**src/boot_pkg.sv**
```systemverilog
// Shared constants and carrier types for the reset-time boot mode selector.
package boot_pkg;
  localparam int ADDR_W = 24;
  localparam int DATA_W = 16;
  // Positions of the two boot configuration bits in the low configuration port.
  localparam int CFG_PORT_W = 8;
  localparam int CFG_BIT_HI = 5;
  localparam int CFG_BIT_LO = 4;
  // Decoded boot configuration patterns.
  localparam logic [1:0] MODE_USER = 2'h3;
  localparam logic [1:0] MODE_STD = 2'h2;
  localparam logic [1:0] MODE_SEL = 2'h1;
  localparam logic [1:0] MODE_RSVD = 2'h0;
  localparam logic [1:0] MODE_RESET_VAL = MODE_RSVD;
  // Code is fetched from this base in every mode; only the source changes.
  localparam logic [ADDR_W-1:0] USER_FLASH_BASE = 24'h000000;
  // Flash locations holding the signature pair and the user key.
  localparam logic [ADDR_W-1:0] SIG_ADDR0 = 24'h03fff8;
  localparam logic [ADDR_W-1:0] SIG_ADDR1 = 24'h03fffa;
  localparam logic [ADDR_W-1:0] KEY_ADDR = 24'h03fffc;
  localparam logic [DATA_W-1:0] SIG_REF = 16'ha55a;
  // User key values; any other value parks the device in an endless loop.
  localparam logic [DATA_W-1:0] KEY_STD = 16'h0001;
  localparam logic [DATA_W-1:0] KEY_UART = 16'h0002;
  localparam logic [DATA_W-1:0] KEY_CAN = 16'h0003;
  // Line qualification times and the cycle counts at the 100 ns clock.
  localparam int CLK_PERIOD_NS = 100;
  localparam int UART_START_NS = 100;
  localparam int CAN_DOM_NS = 500;
  localparam int UART_START_CYC = (UART_START_NS + CLK_PERIOD_NS - 1) / CLK_PERIOD_NS;
  localparam int CAN_DOM_CYC = (CAN_DOM_NS + CLK_PERIOD_NS - 1) / CLK_PERIOD_NS;

  typedef struct packed {
    logic rd;
    logic [ADDR_W-1:0] addr;
  } flash_req_t;

  typedef struct packed {
    logic user_run;
    logic test_fetch;
    logic uart_boot;
    logic can_boot;
    logic halt;
  } boot_path_t;
endpackage

```
**src/line_watch.sv**
```systemverilog
// Detects a receive line going low for a minimum time after it was seen idle high.
`timescale 1ns/10ps
module line_watch #(
  parameter int MIN_LOW = 1
) (
  input wire logic clk,
  input wire logic rst_b,
  input wire logic enable,
  input wire logic line,
  output logic detect
);
  localparam int CNT_W = $clog2(MIN_LOW + 1);
  logic armed;
  logic [CNT_W-1:0] low_cnt;
  wire low_done = (low_cnt == CNT_W'(MIN_LOW - 1));

  initial begin
    if (MIN_LOW < 1) $error("line_watch: MIN_LOW must be at least 1");
  end

  // A line that is low when polling begins is not a start: it must idle first.
  always_ff @(posedge clk) begin
    if (!rst_b || !enable) begin
      armed <= 1'b0;
      low_cnt <= '0;
      detect <= 1'b0;
    end else if (line) begin
      armed <= 1'b1;
      low_cnt <= '0;
    end else if (armed && !detect) begin
      detect <= low_done;
      low_cnt <= low_done ? low_cnt : low_cnt + CNT_W'(1);
    end
  end
endmodule

```
**src/boot_mode_selector.sv**
```systemverilog
// Reset-time boot mode selection, selective boot checks and loader channel polling.
`timescale 1ns/10ps
// How it works
// - Boot bits 5..4 latched at reset release.
// - Pattern 11 runs user code from zero.
// - Pattern 10 overlays test flash for fetches.
// - Pattern 01: valid signature, software reset, user.
// - Invalid signature: user key picks four outcomes.
// - Signature from two words against reference.
// - Loader polls UART and CAN receive lines.
// - UART start first selects UART loader.
// - CAN dominant first selects CAN loader.
module boot_mode_selector
  import boot_pkg::*;
#(
  parameter int UART_MIN_LOW = UART_START_CYC,
  parameter int CAN_MIN_LOW = CAN_DOM_CYC
) (
  // Clock and external reset input
  input wire logic CLK,
  input wire logic RST_B,
  // Configuration port and receive pins
  input wire logic [CFG_PORT_W-1:0] BOOT_CONFIG_PORT_LOW,
  input wire logic UART0_RECEIVE_LINE,
  input wire logic CAN1_RECEIVE_LINE,
  // Flash read port
  output flash_req_t FLASH_REQ,
  input wire logic FLASH_VALID,
  input wire logic [DATA_W-1:0] FLASH_DATA,
  // Boot decision
  output logic [1:0] BOOT_MODE,
  output boot_path_t BOOT_PATH,
  output logic SW_RESET,
  output logic [ADDR_W-1:0] FETCH_BASE
);
  typedef enum logic [11:0] {
    S_RESET = 12'h001,
    S_USER = 12'h002,
    S_SIG_RD0 = 12'h004,
    S_SIG_RD1 = 12'h008,
    S_KEY_RD = 12'h010,
    S_SWRST = 12'h020,
    S_POLL = 12'h040,
    S_UART = 12'h080,
    S_CAN = 12'h100,
    S_LOOP = 12'h200,
    S_RSVD = 12'h400,
    S_STD_INIT = 12'h800
  } state_t;

  state_t state, next_state;
  logic [1:0] cfg_meta, cfg_sync;
  logic [1:0] rx_meta, rx_sync;
  logic [DATA_W-1:0] sig_word0;
  logic poll_uart, poll_can, next_poll_uart, next_poll_can;
  logic uart_det, can_det;

  initial begin
    if (UART_MIN_LOW < 1 || CAN_MIN_LOW < 1) $error("boot_mode_selector: bad line times");
  end

  // Pins are asynchronous to CLK; each passes two flip-flops before use.
  always_ff @(posedge CLK) begin
    cfg_meta <= {BOOT_CONFIG_PORT_LOW[CFG_BIT_HI], BOOT_CONFIG_PORT_LOW[CFG_BIT_LO]};
    cfg_sync <= cfg_meta;
    rx_meta <= {UART0_RECEIVE_LINE, CAN1_RECEIVE_LINE};
    rx_sync <= rx_meta;
  end

  // Key decode: maps a key word to its loader outcome state.
  function automatic state_t key_target(input logic [DATA_W-1:0] key);
    if (key == KEY_STD) return S_STD_INIT;
    else if (key == KEY_UART) return S_STD_INIT;
    else if (key == KEY_CAN) return S_STD_INIT;
    else return S_LOOP;
  endfunction

  // Mode decode: first state after the configuration has been latched.
  function automatic state_t mode_target(input logic [1:0] mode);
    unique case (mode)
      MODE_USER: return S_USER;
      MODE_STD: return S_STD_INIT;
      MODE_SEL: return S_SIG_RD0;
      default: return S_RSVD;
    endcase
  endfunction

  wire capture = (state == S_RESET);
  wire flash_done = FLASH_VALID && FLASH_REQ.rd;
  wire [DATA_W-1:0] sig_sum = DATA_W'(sig_word0 + FLASH_DATA);
  wire sig_ok = (sig_sum == SIG_REF);
  wire uart_first = poll_uart && uart_det;
  wire can_first = poll_can && can_det && !uart_first;

  line_watch #(.MIN_LOW(UART_MIN_LOW)) u_uart_watch (
    .clk(CLK),
    .rst_b(RST_B),
    .enable(state == S_POLL && poll_uart),
    .line(rx_sync[1]),
    .detect(uart_det)
  );

  line_watch #(.MIN_LOW(CAN_MIN_LOW)) u_can_watch (
    .clk(CLK),
    .rst_b(RST_B),
    .enable(state == S_POLL && poll_can),
    .line(rx_sync[0]),
    .detect(can_det)
  );

  always_comb begin
    next_state = state;
    next_poll_uart = poll_uart;
    next_poll_can = poll_can;
    unique case (state)
      S_RESET: next_state = mode_target(cfg_sync);
      S_STD_INIT: next_state = S_POLL;
      S_SIG_RD0: if (flash_done) next_state = S_SIG_RD1;
      S_SIG_RD1: if (flash_done) next_state = sig_ok ? S_SWRST : S_KEY_RD;
      S_KEY_RD: if (flash_done) next_state = key_target(FLASH_DATA);
      S_SWRST: next_state = S_USER;
      S_POLL: begin
        if (uart_first) next_state = S_UART;
        else if (can_first) next_state = S_CAN;
      end
      default: next_state = state;
    endcase
    // Channel enables: both for the standard loader, one for key-limited loaders.
    if (state == S_RESET) begin
      next_poll_uart = 1'b1;
      next_poll_can = 1'b1;
    end else if (state == S_KEY_RD && flash_done) begin
      next_poll_uart = (FLASH_DATA != KEY_CAN);
      next_poll_can = (FLASH_DATA != KEY_UART);
    end
  end

  always_ff @(posedge CLK) begin
    if (!RST_B) begin
      state <= S_RESET;
      BOOT_MODE <= MODE_RESET_VAL;
      poll_uart <= 1'b0;
      poll_can <= 1'b0;
      sig_word0 <= '0;
    end else begin
      state <= next_state;
      poll_uart <= next_poll_uart;
      poll_can <= next_poll_can;
      if (capture) BOOT_MODE <= cfg_sync;
      if (state == S_SIG_RD0 && flash_done) sig_word0 <= FLASH_DATA;
    end
  end

  // Outputs are registered from the next state so they line up with the state register.
  always_ff @(posedge CLK) begin
    if (!RST_B) begin
      BOOT_PATH <= '0;
      SW_RESET <= 1'b0;
      FETCH_BASE <= USER_FLASH_BASE;
      FLASH_REQ <= '0;
    end else begin
      BOOT_PATH.user_run <= (next_state == S_USER);
      BOOT_PATH.test_fetch <= !(next_state inside {S_RESET, S_USER, S_RSVD});
      BOOT_PATH.uart_boot <= (next_state == S_UART);
      BOOT_PATH.can_boot <= (next_state == S_CAN);
      BOOT_PATH.halt <= (next_state inside {S_LOOP, S_RSVD});
      SW_RESET <= (next_state == S_SWRST);
      FETCH_BASE <= USER_FLASH_BASE;
      FLASH_REQ.rd <= (next_state inside {S_SIG_RD0, S_SIG_RD1, S_KEY_RD}) && !flash_done;
      FLASH_REQ.addr <= (next_state == S_SIG_RD0) ? SIG_ADDR0 :
                        (next_state == S_SIG_RD1) ? SIG_ADDR1 : KEY_ADDR;
    end
  end
endmodule

```
**config.mk**
```make
export PLATFORM = sky130hd
export DESIGN_NAME = boot_mode_selector
export DESIGN_NICKNAME = d
export VERILOG_FILES = /design/src/boot_pkg.sv /design/src/line_watch.sv /design/src/boot_mode_selector.sv
export SDC_FILE = /design/constraint.sdc
export NUM_CORES = 1
export LEC_CHECK = 0
export BUFFER_PORTS_ARGS = -buffer_cell sky130_fd_sc_hd__buf_2
export CAP_MARGIN = 15
export CORE_MARGIN = 5
export CORE_UTILIZATION = 25
export DETAILED_ROUTE_END_ITERATION = 7
export GPL_TIMING_DRIVEN = 1
export MAX_ROUTING_LAYER = met4
export SLEW_MARGIN = 30
export SYNTH_ARGS = -nofsm -noshare
export SYNTH_HDL_FRONTEND = slang
export SYNTH_SLANG_ARGS = --single-unit
```
**constraint.sdc**
```tcl
create_clock -name CLK -period 3.8 [get_ports CLK]
set_input_delay 0.76 -clock CLK [delete_from_list [all_inputs] [get_ports CLK]]
set_output_delay 0.76 -clock CLK [all_outputs]
set_load 0.1 [all_outputs]
```
# Yosys cells after proc, flatten, opt, wreduce, memory -nomap -nowiden
# Cells that the tools add are included.
[totals] ff_bits=79 inputBits=29 out_inout_bits=57 word_cells=107
[classes] n_addsub=3 eq_ne=27 n_mux=17 bitwise=5 n_reduce_logical=31
[ops] cell="$mux W12" n=8
[ops] cell="$pmux W12 S7" n=1
[ops] cell="$pmux W12 S3" n=1
[ops] cell="$eq A16 B2 Y1 const B" n=2
[ops] cell="$ne A16 B2 Y1 const B" n=2
[ops] cell="$eq A12 B1 Y1 const B" n=2
[ops] cell="$eq A12 B3 Y1 const B" n=2
[ops] cell="$eq A12 B4 Y1 const B" n=2
[ops] cell="$eq A12 B5 Y1 const B" n=2
[ops] cell="$eq A12 B6 Y1 const B" n=2
[ops] cell="$add A16 B16 Y16" n=1
[ops] cell="$eq A16 B1 Y1 const B" n=1
[ops] cell="$eq A16 B16 Y1 const B" n=1
[ops] cell="$eq A12 B10 Y1 const B" n=1
[ops] cell="$eq A12 B11 Y1 const B" n=1
[ops] cell="$eq A12 B12 Y1 const B" n=1
[ops] cell="$eq A12 B2 Y1 const B" n=1
[ops] cell="$eq A12 B7 Y1 const B" n=1
[ops] cell="$eq A12 B8 Y1 const B" n=1
[ops] cell="$eq A12 B9 Y1 const B" n=1
[ops] cell="$logic_and A1 B1 Y1" n=11
[ops] cell="$logic_not A1 Y1" n=8
[ops] cell="$mux W6" n=1
[ops] cell="$reduce_and A2 Y1" n=3
[ops] cell="12 further kinds" n=26

# Longest topological paths before layout
[depth] ltp_word=9 ltp_mapped=11 mapped_depth_nobuf=11

# By module
# A second synthesis with hierarchy kept.
[hier_totals] hier_cells=474 area_unflattened_um2=3878.7
[by_module_without_submodules] module="boot_mode_selector" n_inst=1 cells_per_inst=437 area_per_inst_um2=3560.9
[by_module_without_submodules] module="line_watch at u_can_watch" n_inst=1 cells_per_inst=29 area_per_inst_um2=247.7
[by_module_without_submodules] module="line_watch at u_uart_watch" n_inst=1 cells_per_inst=8 area_per_inst_um2=70.1

# Worst setup path after synthesis
# No wires, ideal clock.
[synth_timing] path_kind="in2reg" from="in FLASH_DATA[4]" to="reg state[4]" setup_time_ps=115 arrival_ps=3089 slack_ps=596 stages=10 path_buffers=1 cell_sequence="ha_1 clkbuf_1 a21oi_1 o21ai_0 xor2_1 or4_1 nor4b_1 nor4b_1 a21boi_0 o21a_1"
[synth_between] elab_chain_cells=5 word_cells_on_any_way=10
[synth_rtl] element="start: declaration" line="boot_mode_selector.sv:29" source="input wire logic [DATA_W-1:0] FLASH_DATA,"
[synth_rtl] element="$add A16 B16 Y16 / $eq A16 B2 Y1 (equally long branches)" line="boot_mode_selector.sv:90, boot_mode_selector.sv:73"
[synth_rtl] element="$eq A16 B16 Y1 / $mux W12 (equally long branches)" line="boot_mode_selector.sv:91, boot_mode_selector.sv:73"
[synth_rtl] element="$mux W6 / $mux W12 (equally long branches)" line="boot_mode_selector.sv:119, boot_mode_selector.sv:72"
[synth_rtl] element="$mux W12, on equally long branches" line="boot_mode_selector.sv:119, boot_mode_selector.sv:120"
[synth_rtl] element="$pmux W12 S7 *" line="boot_mode_selector.sv:115" source="unique case (state)"
[synth_rtl] element="end signal: assignment" line="boot_mode_selector.sv:146" source="state <= next_state;"
[synth_rtl] element="end: declaration" line="boot_mode_selector.sv:51" source="state_t state, next_state;"
# Mark *: on every way between the ends. The rest lies on a longest branch, timed or not.
# A chain may end at the register's enable or synchronous reset.

# Worst setup path in the final report
# Same ends and word-level chain as after synthesis.

==> reports/results.txt <==
The flow ran to the end, and the final reports show no timing, DRC or antenna violations. For the setup slack after layout, the log shows 0.435 ns. The number of antenna diodes in the final layout is 0. The count of buffers added on input and output ports is 48. The logs give 0 ns for the accumulated negative setup slack and 0.0171 mm² for the total die area.

Yosys printed 0 warnings. For the pin with the worst max-slew slack, the measured transition is 0.664 ns. The min-delay analysis places its worst path in the category reg2reg. Entering global routing, the biggest net connects 42 pins. The run gives 1.90 nW as the total leakage power. The logs give 419 for the synthesized instance count and 0.881 for the routability congestion estimate from global placement. For the later-pin clock latency in the skew report, the log shows 0.33 ns. The area growth from synthesis to layout is 15.0%. The final cycle utilization of the critical path is 88.6%. The number of global-route vias before repair was 2867; the first-pass detailed-route iteration total was 5. Summing over every cut layer, the via total after detailed routing is 3017.

The time the worst path needs with I/O delays and setup is 3.37 ns. The worst setup path is launched from an input port. From bottom edge to top edge, the die measures 131 µm. Prior to clock tree synthesis, the placed netlist has a worst setup slack of 0.168 ns. At the worst endpoint, the arrival time is 3.58 ns. The HPWL after detailed placement is 6550 µm. Clock tree synthesis selected as its root buffer the cell sky130_fd_sc_hd__clkbuf_16. The clock tree synthesis step divided the H-tree into 3 levels.

Counting the fill cells in the layout gives 1522. Across the run, the number of max-cap violations was 0. The initial antenna violation count is 0. The initial standard-cell utilization of the core was 25.3%; the count of hold-fix buffers inserted at cts was 0.

Global routing used 10.7% of the available tracks across all layers. Static timing analysis puts the maximum clock frequency at 297 MHz. The final setup skew was 0.00600 ns.

The logs give 44 for the number of standard-cell rows in the floorplan and 0 for the final antenna-violating net count. The share of synthesized registers carrying an async set or reset works out to 0%. TritonCTS built the clock tree. The final number of max-transition violations was 0; the sequential element share of the synthesized area was 31.2%.

The power density relative to cell area is 583 mW/mm², and the maximum net fanout on the critical path is 7. The logs give 0 for the number of failing hold endpoints at the final stage and 0.0144 mm² for the area inside the core boundary. After clock tree synthesis, the setup repair step added 0 buffers. After clock tree synthesis, the repair step resized 0 gates. Setup repair after global routing left no endpoint under its margin.

The tools report the wire length of the first global-routing pass as 14100 µm. The relative slew slack is 55.8%. From left edge to right edge, the die measures 131 µm. By startpoint and endpoint, the worst setup path is classified as in2reg. In the final routed layout, each cell accounts on average for 13.6 µm.

For the CTS buffer count, the log shows 9. The fraction of layout instances using a drive strength above 1 is 18.9%, and the register clock-pin slew on the reported worst setup and hold paths is 0.05 ns. The synthesized area per cell works out to 8.72 µm².

The area of the mapped netlist is 0.00365 mm². The most frequently used flop master after synthesis is sky130_fd_sc_hd__dfxtp_1. For the number of DRC violations after detailed-routing iteration 0, the log shows 216. The number of top-level pins is 86, and the total wire length is 8660 µm. Count of flip-flops with a built-in enable after synthesis: 0. The number of setup violations in the final report is 0, and the worst-case vdd ir drop is 0.222 mV. Synthesis inferred 57 register bits.

The number of sinks on the clock net is 57. For the worst setup path, the data required time is 4.02 ns. The total overflow reported by the global router is 0, and the number of vias per cell is 4.72. The critical path capture point type was a flip-flop. At the end of the flow, the number of nets in the layout was 497. The tools report the number of different library cells in the post-synthesis netlist as 70.

The tools report the maximum buffer depth of the clock tree as 2. In the routed design, unresolved DRC markers number 0.
-- sequential cells by signal, indices dropped and copies added, names as in the netlist --
| register | flops |
|---|---|
| sig_word0 | 16 |
| state | 12 |
| BOOT_PATH | 5 |
| FLASH_REQ | 4 |
| u_can_watch.low_cnt | 3 |
| BOOT_MODE | 2 |
| cfg_meta | 2 |
| cfg_sync | 2 |
| rx_meta | 2 |
| rx_sync | 2 |
| SW_RESET | 1 |
| poll_can | 1 |
| poll_uart | 1 |
| u_can_watch.armed | 1 |
| u_can_watch.detect | 1 |
| u_uart_watch.armed | 1 |
| u_uart_watch.detect | 1 |
-- stage by stage --
stage	cells	area (µm²)	hold WS (ns)	power (mW)	utilization (%)
4_1_cts	639	4200	0.325	2.48	29.1
3_5_place_dp	623	3850	0.312	1.51	26.7
6_report	639	4200	0.325	2.45	29.1
5_1_grt	639	4200	0.340	2.57	29.1
2_1_floorplan	449	3770	0.310	1.44	-
3_3_place_gp	623	3850	0.310	1.51	26.7
-- cell families after synthesis --
| logic type | after synthesis | share of synthesized area (%) |
|---|---|---|
| xor+xnor | 11 | 2.64 |
| flops | 57 | 31.2 |
| fa+ha+maj | 18 | 6.37 |
| simple gates | 160 | 26.0 |
| other cells | 1 | 0.103 |
| buf+inv | 77 | 13.3 |
| compound gates | 77 | 15.4 |
| mux | 18 | 4.93 |
-- layer usage --
layer  track usage [%]  wire, µm  vias up
met2              14.7      3530      112
met1              15.0      4450     1388
met5                 -         0        -
met3              2.32       499       14
met4              4.78       177        0
li1                  -         -     1503
-- worst max-delay path, stage by stage --
cell,delay [ns]
sky130_fd_sc_hd__buf_2,0.12
sky130_fd_sc_hd__ha_1,0.38
sky130_fd_sc_hd__a21oi_1,0.32
sky130_fd_sc_hd__o21ai_0,0.21
sky130_fd_sc_hd__xor2_1,0.18
sky130_fd_sc_hd__or4_1,0.56
sky130_fd_sc_hd__nor4b_1,0.27
sky130_fd_sc_hd__nor4b_1,0.36
sky130_fd_sc_hd__buf_4,0.18
sky130_fd_sc_hd__a21boi_0,0.08
sky130_fd_sc_hd__o21a_1,0.17
-- where the power goes --
part           leakage, nW  total, mW  switching [mW]  internal (mW)
Sequential           0.465      0.699          0.0530          0.646
Clock                0.169      0.946           0.287          0.660
Combinational         1.27      0.805           0.597          0.209
Total                 1.90       2.45           0.936           1.51
-- worst paths after layout --
check                                               start                  end  slack [ns]  depth (start not counted)
worst max-delay path                        FLASH_DATA[4]  state[4]$_SDFF_PN0_        0.43                         11
worst min-delay path                  cfg_meta[1]$_DFF_P_  cfg_sync[1]$_DFF_P_        0.33                          0
worst max register to register  sig_word0[4]$_SDFFE_PN0P_  state[4]$_SDFF_PN0_        0.70                         10
worst min register to register        cfg_meta[1]$_DFF_P_  cfg_sync[1]$_DFF_P_        0.33                          0
-- cell usage after synthesis (all sizes together), types with 2 or more instances --
| library cell | n | area share (%) |
|---|---|---|
| o211ai | 6 | 1.2 |
| buf | 52 | 11 |
| o21a | 3 | 0.82 |
| xor2 | 7 | 1.7 |
| nor4 | 10 | 1.7 |
| nand4 | 5 | 0.86 |
| nor2 | 27 | 2.8 |
| a211oi | 3 | 0.62 |
| nand4b | 3 | 0.72 |
| clkbuf | 13 | 1.3 |
| nand3b | 3 | 0.62 |
| o2111ai | 2 | 0.48 |
| ha | 17 | 5.8 |
| and3 | 3 | 0.51 |
| inv | 12 | 1.2 |
| a21oi | 11 | 1.6 |
| and4b | 4 | 1.1 |
| o31ai | 2 | 0.41 |
| nand2 | 23 | 2.4 |
| nand3 | 11 | 1.5 |
| or2 | 3 | 0.51 |
| and2 | 5 | 0.86 |
| or4 | 7 | 1.6 |
| mux2i | 18 | 4.9 |
| dfxtp | 57 | 31 |
| or3 | 5 | 0.86 |
| o311a | 3 | 0.82 |
| o21ai | 13 | 1.9 |
| nand2b | 3 | 0.51 |
| a21o | 7 | 1.4 |
| nor3b | 2 | 0.55 |
| nor4b | 5 | 1.4 |
| a21boi | 7 | 1.4 |
| a31oi | 4 | 0.68 |
| xnor2 | 4 | 0.96 |
| nor2b | 28 | 4.8 |
| nor3 | 10 | 2.0 |
-- layout make-up --
| class | instances | area, µm² | area share [%] |
|---|---|---|---|
| Clock buffer | 10 | 239 | 5.68 |
| Clock inverter | 6 | 115 | 2.74 |
| Inverter | 12 | 45.0 | 1.07 |
| Multi-Input combinational cell | 315 | 2140 | 50.9 |
| Sequential cell | 57 | 1140 | 27.1 |
| Tap cell | 184 | 230 | 5.48 |
| Timing Repair Buffer | 55 | 293 | 6.96 |
-- layout by cell type, fill, tap and decap left out, drive strengths merged, types with 10 or more instances in the layout --
cell    instances
nand3          11
buf            55
a21oi          11
nor2b          28
inv            12
o21ai          13
ha             17
nor4           10
conb           31
nor3           10
nand2          23
clkbuf         10
nor2           27
mux2i          18
dfxtp          57
(Power assumes the default switching activity.)
